--- src/oss_defines.vh ---
// Offsets, field positions, widths and timing for the one-second latch bank
// Included by the design files; holds definitions only
`ifndef OSS_DEFINES_VH
`define OSS_DEFINES_VH
`define OSS_OFS_EBIT_HIGH      5'h10
`define OSS_OFS_EBIT_LOW       5'h11
`define OSS_OFS_ALIGN          5'h12
`define OSS_OFS_BPV_HIGH       5'h13
`define OSS_OFS_BPV_LOW        5'h14
`define OSS_OFS_CRC_HIGH       5'h15
`define OSS_OFS_CRC_LOW        5'h16
`define OSS_EBIT_WIDTH         10
`define OSS_ALIGN_WIDTH        8
`define OSS_BPV_WIDTH          16
`define OSS_CRC_WIDTH          10
`define OSS_HIGH2_MSB          1
`define OSS_RESET_BYTE         8'h00
`define OSS_TICK_PERIOD_NS     1000000000
`define OSS_CLK_PERIOD_NS      5
`define OSS_TICK_CYCLES        (`OSS_TICK_PERIOD_NS / `OSS_CLK_PERIOD_NS)
`endif

--- src/oss_latch_bank.v ---
// One-second status page: four error counters latched once per second
// Assumes event inputs are one-cycle pulses from framer logic on clk,
// and a page-decoded read port (addr, rd_en) on the same clock.
//
// Operation
// - The latched registers sit at page offsets 10H to 16H and 17H to 1FH are unused.
// - The 10-bit E-bit count shows bits 9-8 in bits 1-0 at 10H and bits 7-0 at 11H.
// - Once a second the internal timer copies every running count into its latch.
// - An 8-bit counter counts errored frame alignment signals up to FFH and holds there, latched at 12H.
// - A 16-bit counter counts bipolar violations, high byte at 13H and low byte at 14H.
// - The 10-bit CRC-4 count shows bits 9-8 in bits 1-0 at 15H and bits 7-0 at 16H.
`timescale 1ns/1ps
`include "oss_defines.vh"
module oss_latch_bank #(
  parameter TICK_CYCLES = `OSS_TICK_CYCLES
) (
  input  wire       clk,
  input  wire       rstn,
  input  wire       ebit_error,
  input  wire       alignment_error,
  input  wire       bipolar_violation,
  input  wire       crc4_error,
  input  wire [4:0] addr,
  input  wire       rd_en,
  output reg  [7:0] rd_data,
  output reg        second_tick
);
  reg  [31:0]                 tick_count;
  wire [`OSS_EBIT_WIDTH-1:0]  latched_ebit_count;
  wire [`OSS_ALIGN_WIDTH-1:0] latched_alignment_error_count;
  wire [`OSS_BPV_WIDTH-1:0]   latched_violation_count;
  wire [`OSS_CRC_WIDTH-1:0]   latched_crc4_count;
  reg  [7:0]                  next_rd_data;
  wire                        tick_now = (tick_count == TICK_CYCLES - 1);

  always @(posedge clk or negedge rstn) begin
    if (!rstn) begin
      tick_count  <= 32'h00000000;
      second_tick <= 1'b0;
    end else begin
      tick_count  <= tick_now ? 32'h00000000 : tick_count + 32'h00000001;
      second_tick <= tick_now;
    end
  end

  oss_counter #(.WIDTH(`OSS_EBIT_WIDTH)) u_ebit (
    .clk         (clk),
    .rstn        (rstn),
    .event_pulse (ebit_error),
    .tick        (tick_now),
    .latched     (latched_ebit_count)
  );
  oss_counter #(.WIDTH(`OSS_ALIGN_WIDTH)) u_align (
    .clk         (clk),
    .rstn        (rstn),
    .event_pulse (alignment_error),
    .tick        (tick_now),
    .latched     (latched_alignment_error_count)
  );
  oss_counter #(.WIDTH(`OSS_BPV_WIDTH)) u_bpv (
    .clk         (clk),
    .rstn        (rstn),
    .event_pulse (bipolar_violation),
    .tick        (tick_now),
    .latched     (latched_violation_count)
  );
  oss_counter #(.WIDTH(`OSS_CRC_WIDTH)) u_crc (
    .clk         (clk),
    .rstn        (rstn),
    .event_pulse (crc4_error),
    .tick        (tick_now),
    .latched     (latched_crc4_count)
  );

  // Pure decode: reading never disturbs counters or latches
  always @* begin
    next_rd_data = `OSS_RESET_BYTE;
    case (addr)
      `OSS_OFS_EBIT_HIGH: next_rd_data = {6'h00, latched_ebit_count[9:8]};
      `OSS_OFS_EBIT_LOW:  next_rd_data = latched_ebit_count[7:0];
      `OSS_OFS_ALIGN:     next_rd_data = latched_alignment_error_count;
      `OSS_OFS_BPV_HIGH:  next_rd_data = latched_violation_count[15:8];
      `OSS_OFS_BPV_LOW:   next_rd_data = latched_violation_count[7:0];
      `OSS_OFS_CRC_HIGH:  next_rd_data = {6'h00, latched_crc4_count[9:8]};
      `OSS_OFS_CRC_LOW:   next_rd_data = latched_crc4_count[7:0];
      default:            next_rd_data = `OSS_RESET_BYTE;
    endcase
  end

  always @(posedge clk or negedge rstn) begin
    if (!rstn) begin
      rd_data <= `OSS_RESET_BYTE;
    end else if (rd_en) begin
      rd_data <= next_rd_data;
    end
  end
endmodule

--- src/oss_counter.v ---
// Saturating event counter with a latch copied on each one-second tick
// Events arrive as one-cycle pulses on the framer clock
`timescale 1ns/1ps
`include "oss_defines.vh"
module oss_counter #(
  parameter WIDTH = 8
) (
  input  wire             clk,
  input  wire             rstn,
  input  wire             event_pulse,
  input  wire             tick,
  output reg  [WIDTH-1:0] latched
);
  reg  [WIDTH-1:0] running;
  wire             full = &running;
  wire [WIDTH-1:0] bumped = (event_pulse && !full) ? running + 1'b1 : running;

  always @(posedge clk or negedge rstn) begin
    if (!rstn) begin
      running <= {WIDTH{1'b0}};
      latched <= {WIDTH{1'b0}};
    end else if (tick) begin
      // Event on the tick edge opens the new interval, not lost
      latched <= running;
      running <= event_pulse ? {{(WIDTH-1){1'b0}}, 1'b1} : {WIDTH{1'b0}};
    end else begin
      running <= bumped;
    end
  end
endmodule

--- config.mk ---
export PLATFORM = sky130hd
export DESIGN_NAME = oss_latch_bank
export DESIGN_NICKNAME = d
export VERILOG_FILES = /design/src/oss_latch_bank.v /design/src/oss_counter.v
export VERILOG_INCLUDE_DIRS = /design/src
export SDC_FILE = /design/constraint.sdc
export NUM_CORES = 1
export LEC_CHECK = 0
export BUFFER_PORTS_ARGS = -buffer_cell sky130_fd_sc_hd__buf_4
export CAP_MARGIN = 10
export CELL_PAD_IN_SITES_DETAIL_PLACEMENT = 1
export CELL_PAD_IN_SITES_GLOBAL_PLACEMENT = 1
export CORE_MARGIN = 2
export CORE_UTILIZATION = 52
export DETAILED_ROUTE_END_ITERATION = 10
export PLACE_DENSITY = 0.84
export SLEW_MARGIN = 10
export SYNTH_ARGS = -nofsm -noshare
export SYNTH_HDL_FRONTEND = slang
export SYNTH_SLANG_ARGS = --single-unit
--- constraint.sdc ---
create_clock -name clk -period 3.85 [get_ports clk]
set_input_delay 1.155 -clock clk [delete_from_list [all_inputs] [get_ports clk]]
set_output_delay 1.155 -clock clk [all_outputs]
set_load 0.01 [all_outputs]
# After elaboration in Yosys (flattened, before gate mapping)
# Index checks and enable logic that the tools add are counted.
[word_totals]
word_cells = 54
input_bits = 12
regBits = 129
out_inout_bits = 9
[op_classes]
n_eq_ne = 8
mux = 14
n_reduce_logical = 16
add_sub_neg = 5
[op_table]
columns = ["op", "n"]
rows = [
  ["8-bit one-hot mux with 7 select lines", 1],
  ["10-bit 2-to-1 mux", 4],
  ["5-bit equality test, second input constant", 7],
  ["32-bit by 1-bit adder with 32-bit output, second input constant", 1],
  ["32-bit by 28-bit equality test with 1-bit output, second input constant", 1],
  ["16-bit 2-to-1 mux", 2],
  ["32-bit 2-to-1 mux", 1],
  ["10-bit by 1-bit adder with 10-bit output, second input constant", 2],
  ["10-bit AND reduction", 2],
  ["16-bit by 1-bit adder with 16-bit output, second input constant", 1],
  ["8-bit 2-to-1 mux", 2],
  ["16-bit AND reduction", 1],
  ["8-bit by 1-bit adder with 8-bit output, second input constant", 1],
  ["8-bit AND reduction", 1],
  ["2-bit nonzero test", 4],
  ["1-bit logical AND", 4],
  ["1-bit logical NOT", 4],
  ["1-bit 2-to-1 mux", 4],
]

# Depth between registers and ports, before layout
# Gate-level depths: netlist of run 1.
[depth]
depth_word = 5
mapped_depth = 9
depth_no_buf = 7

# Hierarchy
# From an unflattened synthesis of run 1, not the netlist that was laid out.
[unflattened]
hier_cells = 601
hier_area_um2 = 6643.9
[by_module_without_submodules]
columns = ["module", "instances", "cells_each", "area_each_um2"]
rows = [
  ["oss_latch_bank", 1, 231, 2273.4],
  ["oss_counter (u_crc ...)", 2, 86, 1013.5],
  ["oss_counter (u_bpv)", 1, 131, 1520.2],
  ["oss_counter (u_align)", 1, 67, 823.3],
]

# Worst setup path before layout of run 1
# OpenSTA, ideal clock, no wires.
[synth_path]
path_kind = "input to register"
start = "input addr[2]"
end = "register rd_data[0]"
required_ns = 3.714
slack_ns = 1.531
stages = 6
arrival_ns = 2.182
setup_time_ns = 0.136
path_cell_list = "clkbuf_1 > nor2b_1 > clkbuf_1 > a22o_1 > a211oi_1 > o22ai_1"
[synth_via]
elab_chain_len = 2
word_cells_on_any_way = 8
classes_between = "eq/ne (7); mux (1)"
[synth_lines]
columns = ["item", "line_no", "text"]
rows = [
  ["start: declaration", "oss_latch_bank.v:23", "input wire [4:0] addr,"],
  ["5-bit equality test", "oss_latch_bank.v:78", "case (addr)"],
  ["8-bit one-hot mux with 7 select lines *", "oss_latch_bank.v:78", ""],
  ["end signal: assignment", "oss_latch_bank.v:92", "rd_data <= `OSS_RESET_BYTE;"],
  ["end signal: assignment", "oss_latch_bank.v:94", "rd_data <= next_rd_data;"],
  ["end: declaration", "oss_latch_bank.v:25", "output reg [7:0] rd_data,"],
]
# Mark *: on every way between the ends. The rest lies on a longest branch, timed or not.
# A chain may end at the register's enable or synchronous reset.

# Final worst setup path of run 1
[layout_path]
start = "register tick_count[9]"
end = "register u_ebit.latched[9]"
[layout_via]
elab_chain_len = 1
[layout_lines]
columns = ["item", "line_no", "text"]
rows = [
  ["start: declaration", "oss_latch_bank.v:28", "reg [31:0] tick_count;"],
  ["start signal: assignment", "oss_latch_bank.v:41", "tick_count <= tick_now ? 32'h00000000 : tick_count + 32'h00000001;"],
  ["32-bit by 28-bit equality test with 1-bit output", "oss_latch_bank.v:34", "wire tick_now = (tick_count == TICK_CYCLES - 1);"],
  ["end signal: assignment", "oss_counter.v:21", "latched <= {WIDTH{1'b0}};"],
  ["end signal: assignment", "oss_counter.v:24", "latched <= running;"],
  ["end: declaration", "oss_counter.v:12", "output reg [WIDTH-1:0] latched"],
]
# No other way between the ends.

==> results of run 1 <==
registers in the layout (all words and copies together), names as in the netlist:
signal and count:
rd_data 8, second_tick 1, tick_count 32, u_align.latched 8
u_align.running 8, u_bpv.latched 16, u_bpv.running 16, u_crc.latched 10
u_crc.running 10, u_ebit.latched 10, u_ebit.running 10
kinds of logic (layout without fill, tap and decap cells):
family / count (synthesis) / count (layout) / synth area share
buf+inv: 43 / 75 / 0.03153
simple gates: 348 / 348 / 0.2668
flops: 129 / 129 / 0.5214
mux: 15 / 15 / 0.02728
fa+ha+maj: 5 / 5 / 0.01011
xor+xnor: 48 / 48 / 0.06791
compound gates: 71 / 71 / 0.07498
critical path, cell delays in order (launching register included):
cell and delay, ns:
dfrtp_1 0.44, nor4_1 0.50, nand2_1 0.15, or4_1 0.90
buf_4 0.38, nand2_1 0.10, nand2_1 0.07
layout make-up:
type | count | area, um^2 | share of cell area
Sequential cell | 129 | 3228 | 0.4568
Timing Repair Buffer | 26 | 220.2 | 0.03116
Clock inverter | 5 | 125.1 | 0.01771
Multi-Input combinational cell | 487 | 2768 | 0.3916
Clock buffer | 27 | 483.0 | 0.06834
Inverter | 17 | 63.81 | 0.009030
Tap cell | 143 | 178.9 | 0.02532
worst max-delay path by stage:
stage                            start                       endpoint  slack (ns)  cells past startpoint
4_1_cts        tick_count[9]$_DFF_PN0_  u_ebit.latched[9]$_DFFE_PN0P_        1.17                      6
5_1_grt        tick_count[9]$_DFF_PN0_  u_ebit.latched[9]$_DFFE_PN0P_        1.02                      6
6_report       tick_count[9]$_DFF_PN0_  u_ebit.latched[9]$_DFFE_PN0P_        1.18                      6
2_1_floorplan                  addr[2]         rd_data[0]$_DFFE_PN0P_        1.53                      6
3_5_place_dp   tick_count[9]$_DFF_PN0_  u_ebit.latched[5]$_DFFE_PN0P_        1.30                      6
3_3_place_gp   tick_count[9]$_DFF_PN0_   u_crc.latched[1]$_DFFE_PN0P_        1.37                      6
metrics by stage:
step / total power [uW] / std cells
2_1_floorplan: 1861 / 659
3_3_place_gp: 1981 / 802
3_5_place_dp: 2020 / 802
4_1_cts: 3707 / 834
5_1_grt: 3840 / 834
6_report: 3679 / 834
power groups by stage:
stage	Combinational [uW]	Sequential [uW]	Clock [uW]
after floorplan	242	1620	0
after global placement	312	1670	0
after detailed placement	333	1690	0
after CTS	341	1670	1700
after global routing	389	1700	1750
final	333	1670	1670
cells in the final DEF, fill, tap and decap left out, types with 5 or more instances in the layout:
cell type,Yosys,routed
nand2_1,160,160
dfrtp_1,129,129
nor2_1,56,56
nand3_1,36,36
xnor2_1,32,32
buf_4,2,24
nand4_1,17,17
clkbuf_16,0,17
inv_1,16,16
xor2_1,16,16
o21ai_0,15,15
nor3_1,14,14
a21oi_1,14,14
and3_1,13,13
and4_1,10,10
or3_1,10,10
o22ai_1,10,10
mux2i_1,9,9
nor2b_1,8,8
a22oi_1,8,8
clkbuf_1,12,8
nor4_1,7,7
mux2_2,5,5
ha_1,5,5
layer usage:
layer	part of all wire	GRT usage	routed length (um)	vias up
met5	0	0	0	-
met4	0.026	0.1122	428	0
met3	0.038	0.07017	623	34
met2	0.49	0.4447	7925	97
met1	0.45	0.3594	7265	2508
li1	-	-	-	2303
==> results.ini, run 1 <==
[worst_hold_path]
hold_depth=2
holdPathEnd=u_align.latched[2]$_DFFE_PN0P_
min_from=u_align.latched[2]$_DFFE_PN0P_
holdCritPathClass=reg -> reg

[floorplan]
chipHeight_um=113.1
die_w_um=113.1
initial_core_util=0.5376
core_mm2=0.01152
die-area_mm2=0.01280
rows=39
io_pins=21

[placement]
gp_routability_congestion=0.8660
dp_hpwl_um=10540
postPlaceCellArea_mm2=0.006459
io_buffers=20
pre_cts_slack_ns=1.303

[drt]
drcViolationCount=2
wire_per_inst_um=19.48
via_per_inst=5.926
ant_nets=0
dr.pass1.iters=8
num_vias=4942
wl_um=16240
drt-initial-drc-count=299

[synth]
synth_most_common_cell=nand2_1
synth_top_cell_area_share=0.5214
synth_top_area_cell=dfrtp_1
synth_top_flop_cell=dfrtp_1
synth_enable_flop_cells=0
seq_area_frac_synth=0.5214
mappedNetlistNets=676
netlist_instances=659
synth_area_leaders=dfrtp_1 (52%), nand2_1 (9.7%), xnor2_1 (4.5%), nor2_1 (3.4%), nand3_1 (2.9%)
async_reset_ff_frac=1.000
synth.distinct_cells=54
syn_area_mm2=0.006191
synth_common_cells=nand2_1 (160), dfrtp_1 (129), nor2_1 (56)
ys_ff_latch=129
yosys_warnings=0
syn_area_per_cell_um2=9.394

[finish]
diodes=0
fillers=1287
drive_above_1_share=0.09262
fin_nets=695
syn2layout_area_growth_pct=14.15
fin_util=0.6136
stdcell_area_mm2=0.007067

[clock_network]
htree_num_levels=4
cts_tree=built
cts_setup_buffers=0
cts_inserted_buffers=17
cts_resized=0
clock-root-buffer=clkbuf_16
clk-insertion-delay-late_ns=0.42
cts.clk_slew.worst_paths_ns=0.05
cts_buffer_depth=2
postCtsHoldBufs=0
cts_sinks=129

[pwr]
p_sw_uw=935.1
switching_share=0.2542
p_per_area_mw_per_mm2=520.6
power.leakage_uw=0.003302
internal_power_uw=2744
vdd_drop_max_v=0.0003621
p_seq_frac=0.455
clkPwrFrac=0.455
p_comb_frac=0.091

[flow_run]
maxCapViolCount=0

[critical_path]
required_ns=4.15
r2r-start=tick_count[9]$_DFF_PN0_
r2r_end=u_ebit.latched[9]$_DFFE_PN0P_
cp_max_fo=28
critPathCaptureType=flop
critPathKind=reg -> reg
critPathLaunchType=flop
reg2regPathDepth=6
r2r_slack_ns=1.18
arrival_ns=2.97

[global_route]
grt_pass1_vias=5332
overflow=0
antenna_found_initial=0
grt_use_total=0.2762
grt_pass1_wl_um=27410
grt_max_degree=65

[timing]
worst_pin_slew_ns=0.9493
layout_setup_ws_ns=1.182
fin_hold_ws_ns=0.4773
finalHoldViolCount=0
fmax_ghz=0.3748
rsz0062_at_grt=false
post-route-period-util=0.6929
skew_ns=0.009604
relSlewSlack=0.3617
period_needed_ns=2.668
report.final.slew_viol_count=0
setup_viol=0
finalSetupTns_ns=0

[run_status]
status=finished, violations left
failed_checks=DRC

Power figures use the tool's default switching activity.
==> inputs of run 2 (changes only) <==
Settings changed: ABC_AREA set to 1, CORE_UTILIZATION 52 to 47, PLACE_DENSITY 0.84 to 0.81.
Clock period 3.85 ns to 2.55 ns, I/O delays scaled along.
==> run 2 against run 1 <==
Against the previous run: the flow now finishes without violations; synthesized area up 12%; largest power group is now clock; register-to-register slack lost 0.77 ns; sequential share of layout area shrank 4.5 points; global-route usage decreased by 0.24 points; combinational power rose by 80%; cell area grew 11%; clock skew decreased by 0.0020 ns; clock power rose by 43%; critical path depth up 3; via count is 27% higher.
==> results.ini, run 2 <==
[timing]
rsz0062_at_grt=false
worst_pin_slew_ns=0.5939  ; -0.3554 ns
report.final.slew_viol_count=0  ; unchanged
fin_hold_ws_ns=0.3005  ; -0.1767 ns
setup_viol=0  ; unchanged
relSlewSlack=0.6026  ; +0.2409
skew_ns=0.007643  ; -0.001961 ns
period_needed_ns=2.140  ; -0.5282 ns
finalSetupTns_ns=0  ; unchanged
post-route-period-util=0.8390  ; +0.1461
fmax_ghz=0.4674  ; +25%
finalHoldViolCount=0  ; unchanged

[critical_path]
worst_path_max_delay_cell=dfrtp_1
slowest_delay_ns=0.44  ; -0.46 ns
critPathCaptureType=flop
critPathLaunchType=flop
r2r_slack_ns=0.41  ; -0.77 ns
r2r-start=u_bpv.running[0]$_DFFE_PN0P_
path_cells=ha_1, nand2_1, nor2_1, nand2_1, nor2_1, nor2_2, buf_4, nand3_1, o21ai_0
required_ns=2.88  ; -1.27 ns
cp_max_fo=10  ; -64%
r2r_end=u_bpv.running[2]$_DFFE_PN0P_
arrival_ns=2.47  ; -0.50 ns
cp_top_family=simple AND/OR/NAND/NOR gates
reg2regPathDepth=9  ; +3
path_buf_inv=1  ; unchanged
critPathKind=reg -> reg

[clock_network]
cts_resized=0  ; unchanged
cts_buffer_depth=2  ; unchanged
cts_sinks=129  ; unchanged
htree_num_levels=4  ; unchanged
clk-insertion-delay-late_ns=0.42  ; about the same
cts_setup_buffers=0  ; unchanged
cts.clk_slew.worst_paths_ns=0.06  ; about the same
cts_tree=built
cts_inserted_buffers=17  ; unchanged
postCtsHoldBufs=0  ; unchanged
clock-root-buffer=clkbuf_16

[placement]
io_buffers=20  ; unchanged
dp_hpwl_um=14660  ; +39%
gp_routability_congestion=0.9740  ; +12%

[synth]
synth_enable_flop_cells=0  ; unchanged
synthSimpleGateAreaFrac=0.3269  ; +0.06017
ys_ff_latch=129  ; unchanged
syn_area_mm2=0.006915  ; +12%
synth_xor_area_frac=0.04179  ; -0.02611
synth_common_cells=nand2_1 (291), dfrtp_1 (129), nor2_1 (111)
syn_area_per_cell_um2=7.509  ; -20%
netlist_instances=921  ; +40%
synth_area_leaders=dfrtp_1 (47%), nand2_1 (16%), nand3_1 (6.7%), nor2_1 (6.0%), inv_1 (5.4%)
synthMuxAreaShare=0  ; -0.02728
synth_adder_area_share=0.009046  ; -0.001059
seq_area_frac_synth=0.4668  ; -0.05462
synth_most_common_cell=nand2_1
yosys_warnings=0  ; unchanged
synth_top_flop_cell=dfrtp_1
async_reset_ff_frac=1.000  ; unchanged
synth_top_cell_area_share=0.4668  ; -0.05462
synth_compound_area_frac=0.07635  ; +0.001373
synth.distinct_cells=28  ; -48%
synth_top_family_by_area=simple AND/OR/NAND/NOR gates
synth_top_area_cell=dfrtp_1
mappedNetlistNets=938  ; +39%

[finish]
diodes=0  ; unchanged
final_cell_mix=nand2_1 (291), dfrtp_1 (129), nor2_1 (111)
syn2layout_area_growth_pct=13.24
largest-register=tick_count
fin_nets=968  ; +39%
final_common_cell=nand2_1
drive_above_1_share=0.09129  ; -0.001333
top_regs=tick_count x32, u_bpv.latched x16, u_bpv.running x16
largest_reg_flops=32  ; unchanged

[floorplan]
die-area_mm2=0.01570  ; +23%
initial_core_util=0.4776  ; -0.05997
io_pins=21  ; unchanged
die_w_um=125.3  ; +11%
chipHeight_um=125.3  ; +11%
core_mm2=0.01448  ; +26%
rows=44  ; +13%

[pwr]
vdd_drop_max_v=0.0004902  ; +35%
p_per_area_mw_per_mm2=682.4  ; +31%
p_total_uw=5344  ; +45%
power.leakage_uw=0.003787  ; +15%

[drt]
drt-initial-drc-count=366  ; +22%
wire_per_inst_um=17.52  ; -10%
wl_um=20120  ; +24%
dr.pass1.iters=4  ; -4
ant_nets=0  ; unchanged
drcViolationCount=0  ; -2
via_per_inst=5.460  ; -7.9%
num_vias=6268  ; +27%

[global_route]
grt_pass1_wl_um=34430  ; +26%
grt_use_total=0.2738  ; -0.002405
grt_max_degree=80  ; +23%
overflow=0  ; unchanged
antenna_found_initial=0  ; unchanged
grt_pass1_vias=6727  ; +26%

[worst_hold_path]
holdCritPathClass=in -> async

[run_status]
status=completed

[flow_run]
maxCapViolCount=0  ; unchanged

run 2: cell type report:
cell class | instances | area, um^2
fill | 1859 | 6648
sequential | 129 | 3228
multi-input combinational | 671 | 3146
clock buffer | 21 | 460.4
inverter | 103 | 386.6
timing repair buffer | 29 | 267.8
tap | 184 | 230.2
clock inverter | 11 | 112.6
run 2: through the flow:
stage               cells  worst slack [ns]  instance area (um^2)    util
detailed placement   1116            0.3427                  7258  0.5013
CTS                  1148            0.4245                  7831  0.5409
finish               1148            0.4104                  7831  0.5409
global placement     1116            0.5545                  7258  0.5013
global route         1148            0.2573                  7831  0.5409
floorplan             921            0.8684                  6915       -
run 2: worst max path at each step:
| stage | startpoint | to | slack [ns] | cells past startpoint |
|---|---|---|---|---|
| floorplan | addr[3] | rd_data[1]$_DFFE_PN0P_ | 0.87 | 9 |
| global placement | addr[3] | rd_data[1]$_DFFE_PN0P_ | 0.55 | 10 |
| detailed placement | addr[3] | rd_data[7]$_DFFE_PN0P_ | 0.34 | 8 |
| CTS | u_bpv.running[0]$_DFFE_PN0P_ | u_bpv.running[2]$_DFFE_PN0P_ | 0.42 | 9 |
| global route | u_bpv.running[0]$_DFFE_PN0P_ | u_bpv.running[2]$_DFFE_PN0P_ | 0.26 | 9 |
| finish | u_bpv.running[0]$_DFFE_PN0P_ | u_bpv.running[2]$_DFFE_PN0P_ | 0.41 | 9 |
run 2: logic make-up (layout without fill, tap and decap cells):
| group | count (synthesis) | in the layout |
|---|---|---|
| adder cells (fa/ha/maj) | 5 | 5 |
| XOR/XNOR | 33 | 33 |
| AND/OR/NAND/NOR | 540 | 540 |
| flip-flops | 129 | 129 |
| buffers and inverters | 121 | 164 |
| AO/OA/AOI/OAI | 93 | 93 |
run 2: where the power goes:
part	switching (uW)	total (uW)	internal, uW
Sequential	161	2360	2200
Combinational	406	598	192
Clock	911	2390	1480
run 2: layer usage:
metal | track usage | share of wire | vias to the layer above | wire length, um
met5 | 0 | 0 | - | 0
met4 | 0.07255 | 0.013 | 0 | 269
met3 | 0.05520 | 0.031 | 28 | 627
met2 | 0.4588 | 0.49 | 99 | 9887
met1 | 0.3654 | 0.46 | 3154 | 9334
li1 | - | - | 2987 | -
